$ cat src/common/oad_regs.svh
`ifndef OAD_REGS_SVH
`define OAD_REGS_SVH

// ****************************************
// internal data memory boundaries
// ****************************************
`define OAD_BANK_TOP      8'h20
`define OAD_BANK_SHIFT    3
`define OAD_SREG_BASE     8'h80
`define OAD_BIT_BYTE_BASE 8'h20
`define OAD_BIT_SREG_BASE 8'h80

// ****************************************
// extension ram and external space
// ****************************************
`define OAD_AUX_SIZE      16'h0300
`define OAD_AUX_PAGE_BAD  2'h3
`define OAD_ZERO_BYTE     8'h00

// ****************************************
// reset values
// ****************************************
`define OAD_RST_ADDR      16'h0000
`define OAD_RST_POS       3'h0

`endif

$ cat src/common/oad_pkg.sv
package oad_pkg;

	// ****************************************
	// operand addressing methods
	// ****************************************
	typedef enum logic [4:0] {
		OAD_MODE_REG   = 5'h01,
		OAD_MODE_DIR   = 5'h02,
		OAD_MODE_IND   = 5'h04,
		OAD_MODE_IMM   = 5'h08,
		OAD_MODE_BASE  = 5'h10
	} oad_mode_t;

	// ****************************************
	// memory spaces
	// ****************************************
	typedef enum logic [7:0] {
		OAD_SP_NONE    = 8'h00,
		OAD_SP_BANK    = 8'h01,
		OAD_SP_IRAM_LO = 8'h02,
		OAD_SP_IRAM_HI = 8'h04,
		OAD_SP_SREG    = 8'h08,
		OAD_SP_AUX     = 8'h10,
		OAD_SP_XDATA   = 8'h20,
		OAD_SP_CODE    = 8'h40,
		OAD_SP_IMM     = 8'h80
	} oad_space_t;

	// ****************************************
	// sequencer request and memory access
	// ****************************************
	typedef struct packed {
		oad_mode_t   mode;
		logic [7:0]  operand;
		logic [15:0] ptr;
		logic        wide_ptr;
		logic        ext_move;
		logic        bit_op;
		logic        dest;
		logic        move;
		logic [15:0] base;
		logic [7:0]  index;
	} oad_req_t;

	typedef struct packed {
		oad_space_t  space;
		logic [15:0] addr;
		logic [2:0]  bit_pos;
		logic        bit_op;
		logic        rd;
		logic        wr;
	} oad_acc_t;

endpackage

$ cat src/core/oad_bit_map.sv
`timescale 1ns/1ps
`include "oad_regs.svh"

module oad_bit_map
	import oad_pkg::*;
(
	// bit address in
	input  wire logic [7:0] bit_addr,
	// byte location out
	output oad_space_t      space,
	output logic [7:0]      byte_addr,
	output logic [2:0]      bit_pos
);

	always_comb begin
		bit_pos = bit_addr[2:0];
		if (bit_addr < `OAD_BIT_SREG_BASE) begin
			space     = OAD_SP_IRAM_LO;
			byte_addr = `OAD_BIT_BYTE_BASE + {3'h0, bit_addr[7:3]};
		end else begin
			space     = OAD_SP_SREG;
			byte_addr = {bit_addr[7:3], 3'h0};
		end
	end

endmodule

$ cat src/core/oad_decoder.sv
`timescale 1ns/1ps
`include "oad_regs.svh"

// How it works
// - five addressing methods, others flagged
// - destination only register, direct, indirect
// - non-move destination read before write
// - bank registers reachable three ways
// - ram 0-127 direct and indirect
// - ram 128-255 indirect only
// - extension ram only by external move
// - special register space only direct 128-255
// - external data only register-indirect
// - table address is base plus index
// - four banks of eight, one active
// - bytes 32-47 hold 128 bits
module oad_decoder
	import oad_pkg::*;
(
	// clock and reset
	input  wire logic       CLK,
	input  wire logic       RST,
	// sequencer request
	input  wire logic       REQ_VALID,
	input  oad_req_t        REQ,
	output logic            REQ_READY,
	// core state
	input  wire logic [1:0] BANK_SEL,
	input  wire logic [1:0] AUX_PAGE,
	input  wire logic       AUX_DISABLE,
	// memory access
	output logic            ACC_VALID,
	output oad_acc_t        ACC,
	output logic            ERR
);

	// ****************************************
	// decode helpers
	// ****************************************

	// internal byte address to its ram region
	function automatic oad_space_t iram_space(input logic [7:0] a);
		if (a < `OAD_BANK_TOP)
			iram_space = OAD_SP_BANK;
		else if (a < `OAD_SREG_BASE)
			iram_space = OAD_SP_IRAM_LO;
		else
			iram_space = OAD_SP_IRAM_HI;
	endfunction

	// ****************************************
	// sequencing states
	// ****************************************
	typedef enum logic [2:0] {
		ST_IDLE  = 3'h1,
		ST_READ  = 3'h2,
		ST_WRITE = 3'h4
	} oad_state_t;

	oad_state_t  state;
	oad_state_t  next_state;
	oad_space_t  dec_space;
	logic [15:0] dec_addr;
	logic [2:0]  dec_pos;
	logic        dec_err;
	oad_space_t  bit_space;
	logic [7:0]  bit_byte;
	logic [2:0]  bit_pos;
	logic [15:0] aux_addr;
	logic        take;
	oad_space_t  held_space;
	logic [15:0] held_addr;
	logic [2:0]  held_pos;
	logic        held_bit;

	assign take = REQ_VALID && (state == ST_IDLE);

	oad_bit_map u_bit_map (
		.bit_addr  (REQ.operand),
		.space     (bit_space),
		.byte_addr (bit_byte),
		.bit_pos   (bit_pos)
	);

	// page selects one 256-byte slice of the extension ram
	assign aux_addr = {6'h00, AUX_PAGE, REQ.ptr[7:0]};

	// ****************************************
	// location decode
	// ****************************************
	always_comb begin
		dec_space = OAD_SP_NONE;
		dec_addr  = `OAD_RST_ADDR;
		dec_pos   = `OAD_RST_POS;
		dec_err   = 1'b0;
		case (REQ.mode)
			OAD_MODE_REG: begin
				dec_space = OAD_SP_BANK;
				dec_addr  = {8'h00, 3'h0, BANK_SEL, REQ.operand[2:0]};
			end
			OAD_MODE_DIR: begin
				if (REQ.bit_op) begin
					dec_space = bit_space;
					dec_addr  = {8'h00, bit_byte};
					dec_pos   = bit_pos;
				end else if (REQ.operand >= `OAD_SREG_BASE) begin
					// upper half direct means special registers
					dec_space = OAD_SP_SREG;
					dec_addr  = {8'h00, REQ.operand};
				end else begin
					dec_space = iram_space(REQ.operand);
					dec_addr  = {8'h00, REQ.operand};
				end
			end
			OAD_MODE_IND: begin
				if (!REQ.ext_move) begin
					dec_space = iram_space(REQ.ptr[7:0]);
					dec_addr  = {8'h00, REQ.ptr[7:0]};
				end else if (REQ.wide_ptr) begin
					if (AUX_DISABLE || REQ.ptr >= `OAD_AUX_SIZE)
						dec_space = OAD_SP_XDATA;
					else
						dec_space = OAD_SP_AUX;
					dec_addr = REQ.ptr;
				end else if (AUX_DISABLE) begin
					dec_space = OAD_SP_XDATA;
					dec_addr  = {`OAD_ZERO_BYTE, REQ.ptr[7:0]};
				end else if (AUX_PAGE == `OAD_AUX_PAGE_BAD) begin
					// reserved page: no memory answers
					dec_err = 1'b1;
				end else begin
					dec_space = OAD_SP_AUX;
					dec_addr  = aux_addr;
				end
			end
			OAD_MODE_IMM: begin
				dec_space = OAD_SP_IMM;
				dec_addr  = {8'h00, REQ.operand};
				dec_err   = REQ.dest;
			end
			OAD_MODE_BASE: begin
				dec_space = OAD_SP_CODE;
				dec_addr  = REQ.base + {8'h00, REQ.index};
				dec_err   = REQ.dest;
			end
			default: begin
				dec_err = 1'b1;
			end
		endcase
	end

	// ****************************************
	// read-modify-write sequencing
	// ****************************************
	always_comb begin
		next_state = state;
		case (state)
			ST_IDLE: begin
				if (take && !dec_err) begin
					if (REQ.dest && !REQ.move)
						next_state = ST_READ;
					else if (REQ.dest)
						next_state = ST_WRITE;
					else
						next_state = ST_READ;
				end
			end
			ST_READ: begin
				if (ACC.wr)
					next_state = ST_WRITE;
				else
					next_state = ST_IDLE;
			end
			ST_WRITE: next_state = ST_IDLE;
			default:  next_state = ST_IDLE;
		endcase
	end

	always_ff @(posedge CLK or posedge RST) begin
		if (RST)
			state <= ST_IDLE;
		else
			state <= next_state;
	end

	// ****************************************
	// held location across both phases
	// ****************************************
	always_ff @(posedge CLK or posedge RST) begin
		if (RST) begin
			held_space <= OAD_SP_NONE;
			held_addr  <= `OAD_RST_ADDR;
			held_pos   <= `OAD_RST_POS;
			held_bit   <= 1'b0;
		end else if (take && !dec_err) begin
			held_space <= dec_space;
			held_addr  <= dec_addr;
			held_pos   <= dec_pos;
			held_bit   <= REQ.bit_op;
		end
	end

	// ****************************************
	// access outputs
	// ****************************************
	// wr stays set during a read phase to mark the pending writeback
	always_ff @(posedge CLK or posedge RST) begin
		if (RST) begin
			ACC_VALID <= 1'b0;
			ACC       <= '0;
		end else begin
			ACC_VALID <= (next_state == ST_READ) ||
			             (next_state == ST_WRITE);
			if (take && !dec_err) begin
				ACC.space   <= dec_space;
				ACC.addr    <= dec_addr;
				ACC.bit_pos <= dec_pos;
				ACC.bit_op  <= REQ.bit_op;
				ACC.rd      <= !(REQ.dest && REQ.move);
				ACC.wr      <= REQ.dest;
			end else if (next_state == ST_WRITE) begin
				ACC.space   <= held_space;
				ACC.addr    <= held_addr;
				ACC.bit_pos <= held_pos;
				ACC.bit_op  <= held_bit;
				ACC.rd      <= 1'b0;
				ACC.wr      <= 1'b1;
			end else if (next_state == ST_IDLE) begin
				ACC.rd <= 1'b0;
				ACC.wr <= 1'b0;
			end
		end
	end

	// ****************************************
	// handshake and error
	// ****************************************
	always_ff @(posedge CLK or posedge RST) begin
		if (RST)
			REQ_READY <= 1'b1;
		else
			REQ_READY <= (next_state == ST_IDLE);
	end

	// refused requests flag for one cycle, no access issued
	always_ff @(posedge CLK or posedge RST) begin
		if (RST)
			ERR <= 1'b0;
		else
			ERR <= take && dec_err;
	end

endmodule

$ cat config.mk
export PLATFORM = sky130hd
export DESIGN_NAME = oad_decoder
export DESIGN_NICKNAME = d
export VERILOG_FILES = /design/src/common/oad_pkg.sv /design/src/core/oad_bit_map.sv /design/src/core/oad_decoder.sv
export VERILOG_INCLUDE_DIRS = /design/src /design/src/common
export SDC_FILE = /design/constraint.sdc
export NUM_CORES = 1
export LEC_CHECK = 0
export ABC_AREA = 0
export BUFFER_PORTS_ARGS = -buffer_cell sky130_fd_sc_hd__buf_2
export CAP_MARGIN = 10
export CORE_MARGIN = 2
export CORE_UTILIZATION = 40
export DETAILED_ROUTE_END_ITERATION = 16
export PLACE_DENSITY_LB_ADDON = 0.3
export SYNTH_ARGS = -nofsm -noshare
export SYNTH_HDL_FRONTEND = slang
export SYNTH_SLANG_ARGS = --single-unit
export TNS_END_PERCENT = 10
$ cat constraint.sdc
create_clock -name CLK -period 3.5 [get_ports CLK]
set_input_delay 0.7 -clock CLK [delete_from_list [all_inputs] [get_ports CLK]]
set_output_delay 0.7 -clock CLK [all_outputs]
set_load 0.005 [all_outputs]
==> impl_metrics.json, run 1 <==
{
  "grtUsageMet3_pct": 5.51,
  "syn_area_mm2": 0.00354,
  "switching_share_pct": 27.9,
  "power_leakage_uw": 0.00205,
  "finalSetupViolations": 0,
  "syn_nets": 431,
  "dieArea_mm2": 0.00962,
  "fin_crit_sh_pct": 76.3,
  "clock_path_buffers": 2,
  "grt_pass1_wl_um": 15000,
  "worst_setup_path_start_kind": "primary input",
  "worst_slew_margin_rel_pct": 57.9,
  "yosysSeqAreaShare_pct": 45.3,
  "drc": 0,
  "synth_cells": 356,
  "syn_to_final_growth_pct": 24.4,
  "grtUsageTotal_pct": 19.6,
  "p_comb_share_pct": 24.4,
  "cts_inserted_buffers": 9,
  "finalHoldViolations": 0,
  "cp_slowest_cell": "fa_1",
  "setup_tns_ns": 0,
  "rsz0062_at_grt": "false",
  "min_period_ns": 2.67,
  "p_int_uw": 1690,
  "cp-end-kind": "flip-flop",
  "use_met1_pct": 25.2,
  "dp_hpwl_um": 7000,
  "routedWlPerCell_um": 16.1,
  "r2r-start": "state[2]$_DFF_PP0_",
  "gp_congestion": 0.907,
  "seqPwrFrac_pct": 42.9,
  "p_per_area_mw_per_mm2": 533,
  "ant_nets": 0,
  "routed-via-count": 3117,
  "cts_tree": "done",
  "worstPathArrival_ns": 2.90,
  "timing.fmax_mhz": 375,
  "utilization_pct": 51.0,
  "core_mm2": 0.00864,
  "cts-root-buf": "clkbuf_8",
  "crit_type": "primary input to flip-flop",
  "yosysMostFrequentCell": "dfrtp_1",
  "status": "complete, no violations",
  "crit_fanout": 7,
  "use_met2_pct": 32.6,
  "cts_sinks": 64,
  "synth_area_leaders": "dfrtp_1, mux2_2, nand2_1",
  "cp.required_ns": 3.73,
  "synth_edf_count": 0,
  "synth_common_cells": "dfrtp_1, nand2_1, nor2_1",
  "fillerInstances": 872,
  "yosys_warnings": 0,
  "clkTransAtPathRegs_ns": 0.07,
  "wirelength_um": 9160,
  "synth_cell_types": 68,
  "cts.repair.resized": 0,
  "fin_hold_ws_ns": 0.395,
  "startpoint": "REQ[0]",
  "fin_skew_ns": 0.00674,
  "initial_core_util_pct": 41.0,
  "synth_flop_cell": "dfrtp_1",
  "antennaDiodeCount": 0,
  "hold_class": "primary input to async pin",
  "io_buffers": 98,
  "drv_slew": 0,
  "cpPeakStageDelay_ns": 0.41,
  "viasPerCell": 5.48,
  "placementRows": 34,
  "clkLatencyLatePin_ns": 0.34,
  "p_sw_uw": 653,
  "dieHeight_um": 98.1,
  "fin_area_mm2": 0.00440,
  "htree_levels": 3,
  "final_cells": 569,
  "postSynthAreaPerCell_um2": 9.94,
  "post_cts_buffers": 0,
  "postSynth.asyncResetShare_pct": 100,
  "yosys.area.top_type": "dfrtp_1",
  "synth_top_cell_area_share_pct": 43.8,
  "drv_cap": 0,
  "detail_route.first_pass.iterations": 4,
  "ctsHoldBuffers": 0,
  "dpl_cell_area_mm2": 0.00416,
  "grt_max_degree": 65,
  "path_cells": "buf_2, ha_1, fa_1, a21o_1, a221oi_2, buf_4, o31ai_1, xor2_1, a221oi_1, nor2_1, mux2_2",
  "tightest_slew_ns": 0.630,
  "drive_above_1_share_pct": 34.5,
  "antenna_found_initial": 0,
  "final_nets": 531,
  "busiest_layer": "met2",
  "chipWidth_um": 98.1,
  "ys_ff_latch": 64,
  "vdd_ir_drop_max_mv": 0.248,
  "gr-total-overflow": 0,
  "pin_count": 99,
  "drt_iter0_markers": 161,
  "p_clk_share_pct": 32.7,
  "grt_pass1_vias": 3004,
  "dp.cells": 553
}
[placed cells by master, fill, tap and decap left out, types with 9 or more instances in the layout]
master	instances
a21oi_1	16
a31oi_1	10
buf_2	98
clkbuf_8	9
dfrtp_1	62
mux2_2	19
nand2_1	39
nor2_1	34
o21ai_0	12
[final cells by class]
| type | count | area (µm²) | area share, % |
|---|---|---|---|
| inverter | 9 | 33.8 | 0.767 |
| timing repair buffer | 108 | 591 | 13.4 |
| sequential | 64 | 1600 | 36.4 |
| clock buffer | 9 | 124 | 2.81 |
| multi-input combinational | 264 | 1800 | 40.8 |
| tap | 108 | 135 | 3.07 |
| clock inverter | 7 | 120 | 2.73 |
[worst max-delay path: cells and delay by family]
family,cells,cell delay (ns)
fa+ha+maj,2,0.63
compound gates,4,0.76
mux,1,0.26
buf+inv,2,0.29
simple gates,1,0.09
xor+xnor,1,0.15
[flip-flops by register name, indices dropped and copies added (netlist names)]
signal and count:
held_bit 1, held_space 8, held_addr 16, ACC_VALID 1, ERR 1, REQ_READY 1
ACC 30, held_pos 3, state 3
[cell families (layout without fill, tap and decap cells)]
group | Yosys count | in the layout | share of synthesized area [%]
compound gates | 91 | 91 | 19.2
xor+xnor | 13 | 13 | 3.22
fa+ha+maj | 9 | 9 | 3.39
flops | 64 | 64 | 45.3
simple gates | 129 | 129 | 17.8
buf+inv | 28 | 133 | 4.03
mux | 22 | 22 | 7.07
[power groups by stage]
stage | logic (µW) | registers [µW] | clock network (µW)
floorplan | 315 | 1020 | 0
global placement | 568 | 1010 | 0
detailed placement | 578 | 1020 | 0
CTS | 580 | 1010 | 788
global route | 638 | 1030 | 821
finish | 571 | 1010 | 767
[routing by layer]
| layer | vias up | wire [µm] |
|---|---|---|
| li1 | 1529 | - |
| met2 | 101 | 4460 |
| met4 | 0 | 86 |
| met3 | 7 | 730 |
| met5 | - | 0 |
| met1 | 1480 | 3880 |
[final timing paths]
check	endpoint	slack, ns	cells after the start
worst min register to register	held_space[2]$_DFFE_PP0N_	0.46	2
max in group asynchronous	state[0]$_DFF_PP1_	2.76	3
worst min-delay path	held_space[5]$_DFFE_PP0N_	0.39	3
worst max-delay path	ACC[20]$_DFFE_PP0P_	0.83	11
min in group CLK	held_space[2]$_DFFE_PP0N_	0.46	2
worst max register to register	ACC[22]$_DFFE_PP0P_	1.47	6
[metrics by stage]
step                total power (µW)  setup slack (ns)
global route                    2490             0.690
CTS                             2380             0.817
detailed placement              1600             0.470
floorplan                       1340             0.628
global placement                1580             0.523
finish                          2350             0.830
Note: power is estimated with default switching activity, not from simulation.
==> inputs of run 2 (changes only) <==
- ABC_AREA: 0 -> 1
- clock period: 3.5 -> 2.4 ns (I/O delays scaled with it)
==> impl_metrics.json, run 2 <==
{
  "startpoint": "state[0]$_DFF_PP1_",
  "power_leakage_uw": 0.00280,
  "regMostFlops": "ACC",
  "yosys.area.top_type": "dfrtp_1",
  "viasPerCell": 4.74,
  "final_cells": 823,
  "final_nets": 760,
  "cts_sinks": 64,
  "drive_above_1_share_pct": 21.9,
  "yosys.area_share.simple_pct": 41.1,
  "yosysMostFrequentCell": "nand2_1",
  "cp.required_ns": 2.64,
  "ant_nets": 0,
  "placementRows": 36,
  "drc": 0,
  "io_buffers": 98,
  "largestRegisters": "ACC (30), held_addr (16), held_space (8)",
  "syn_nets": 653,
  "rsz0062_at_grt": "false",
  "cp_num_buf_inv": 3,
  "synth_area_leaders": "dfrtp_1, nand2_1, nand3_1",
  "worst_slew_margin_rel_pct": 65.6,
  "cpPeakStageDelay_ns": 0.52,
  "timing.fmax_mhz": 527,
  "worst_path_dominant_cell_family": "simple AND/OR/NAND/NOR gates",
  "syn_area_mm2": 0.00397,
  "fillerInstances": 1026,
  "chipWidth_um": 104,
  "dieArea_mm2": 0.0107,
  "postSynthAreaPerCell_um2": 6.86,
  "gr-total-overflow": 0,
  "drt_iter0_markers": 184,
  "drv_slew": 0,
  "drv_cap": 0,
  "syn_to_final_growth_pct": 20.8,
  "grtUsageTotal_pct": 20.7,
  "cts.repair.resized": 0,
  "gp_congestion": 0.917,
  "pin_count": 99,
  "postSynth.asyncResetShare_pct": 100,
  "cts_inserted_buffers": 9,
  "synth_top_cell_area_share_pct": 39.1,
  "vdd_ir_drop_max_mv": 0.268,
  "synth_edf_count": 0,
  "worstPathArrival_ns": 2.13,
  "yosys_warnings": 0,
  "core_mm2": 0.00968,
  "post_cts_buffers": 0,
  "largest_reg_flops": 30,
  "final_cell_mix": "nand2_1, buf_2, inv_1, nand3_1, dfrtp_1",
  "antenna_found_initial": 0,
  "clkLatencyLatePin_ns": 0.35,
  "cpMostUsedCell": "nand2_1",
  "mostFrequentLayoutCell": "nand2_1",
  "initial_core_util_pct": 40.9,
  "p_per_area_mw_per_mm2": 592,
  "synth_compound_area_share_pct": 5.62,
  "detail_route.first_pass.iterations": 4,
  "yosysSeqAreaShare_pct": 40.5,
  "cp-end-kind": "flip-flop",
  "synth-xor-area-share_pct": 0,
  "synthAdderAreaFrac_pct": 3.03,
  "grt_pass1_vias": 3944,
  "synth_flop_cell": "dfrtp_1",
  "synth_cells": 578,
  "synth_top_family_by_area": "simple AND/OR/NAND/NOR gates",
  "clkTransAtPathRegs_ns": 0.08,
  "clock_path_buffers": 2,
  "hold_class": "primary input to async pin",
  "fin_skew_ns": 0.0106,
  "finalHoldViolations": 0,
  "grt_pass1_wl_um": 18100,
  "setup_tns_ns": 0,
  "tightest_slew_ns": 0.515,
  "synth_mux_area_share_pct": 0,
  "status": "complete, no violations",
  "cp_slowest_cell": "dfstp_2",
  "crit_type": "flip-flop to flip-flop",
  "dp_hpwl_um": 8370,
  "htree_levels": 3,
  "min_period_ns": 1.90,
  "cts_tree": "done",
  "wirelength_um": 10500,
  "path_cells": "inv_1, nor2_1, nand2_1, nor2_1, nand3_4, nand2_2, inv_1, buf_4, nand2_1, nand2_1",
  "finalSetupViolations": 0,
  "synth_common_cells": "nand2_1, inv_1, nand3_1",
  "r2r-start": "state[0]$_DFF_PP1_",
  "worst_setup_path_start_kind": "flip-flop",
  "routed-via-count": 3905,
  "grt_max_degree": 43,
  "synth_cell_types": 30,
  "antennaDiodeCount": 0,
  "routedWlPerCell_um": 12.8,
  "crit_fanout": 12,
  "dp.cells": 807,
  "ys_ff_latch": 64,
  "ctsHoldBuffers": 0,
  "cts-root-buf": "clkbuf_8",
  "dieHeight_um": 104,
  "fin_crit_sh_pct": 79.1
}
==> run 2: report_power, final <==
part | total, µW | internal (µW) | switching [µW] | leakage [µW]
sequential | 1340 | 1260 | 76.8 | 0.000808
clock | 798 | 369 | 429 | 0.0000858
combinational | 695 | 294 | 401 | 0.00190
==> run 2: cell families (layout without fill, tap and decap cells) <==
| group | Yosys count | after routing |
|---|---|---|
| AO/OA/AOI/OAI | 34 | 34 |
| AND/OR/NAND/NOR | 379 | 379 |
| buffers and inverters | 92 | 204 |
| adder cells (fa/ha/maj) | 9 | 9 |
| flip-flops | 64 | 64 |
==> run 2: cell type report <==
type                       count  area [µm²]  area share, %
multi-input combinational    422        1970           41.2
sequential                    64        1600           33.5
timing repair buffer         109         586           12.2
inverter                      79         297           6.19
tap                          133         166           3.48
clock buffer                  10         128           2.67
clock inverter                 6        36.3          0.758
==> run 2: worst paths after layout <==
kind / endpoint / slack [ns] / cells past startpoint
worst min-delay path: held_addr[2]$_DFFE_PP0N_ / 0.16 / 2
worst max-delay path: ACC[2]$_DFFE_PP0P_ / 0.50 / 10
min in group CLK: ERR$_DFF_PP0_ / 0.39 / 3
worst min register to register: held_space[3]$_DFFE_PP0N_ / 0.47 / 2
worst max register to register: ACC[2]$_DFFE_PP0P_ / 0.50 / 10
max in group asynchronous: state[0]$_DFF_PP1_ / 1.58 / 3
==> run 2: worst reg2reg max path, cell delays in order, from the launching register on <==
cell and delay [ns]:
dfstp_2 0.52, inv_1 0.04, nor2_1 0.08, nand2_1 0.10, nor2_1 0.23, nand3_4 0.20, nand2_2 0.11, inv_1 0.17
buf_4 0.24, nand2_1 0.07, nand2_1 0.05
==> run 2: per-layer routing <==
metal	routed length, µm	vias to the layer above	track usage [%]
li1	-	2021	-
met1	4690	1760	26.6
met2	5100	116	36.0
met3	683	8	4.53
met4	70	0	4.15
met5	0	-	0
==> run 2: per-stage QoR <==
stage	hold slack (ns)	area, µm²	total power, µW	setup slack (ns)	utilization, %
6_report	0.157	4790	2830	0.502	49.4
3_5_place_dp	0.457	4620	2060	0.154	47.8
2_1_floorplan	0.443	3970	1770	0.325	-
3_3_place_gp	0.456	4620	2040	0.211	47.8
4_1_cts	0.166	4790	2860	0.464	49.4
5_1_grt	0.194	4790	3040	0.284	49.4
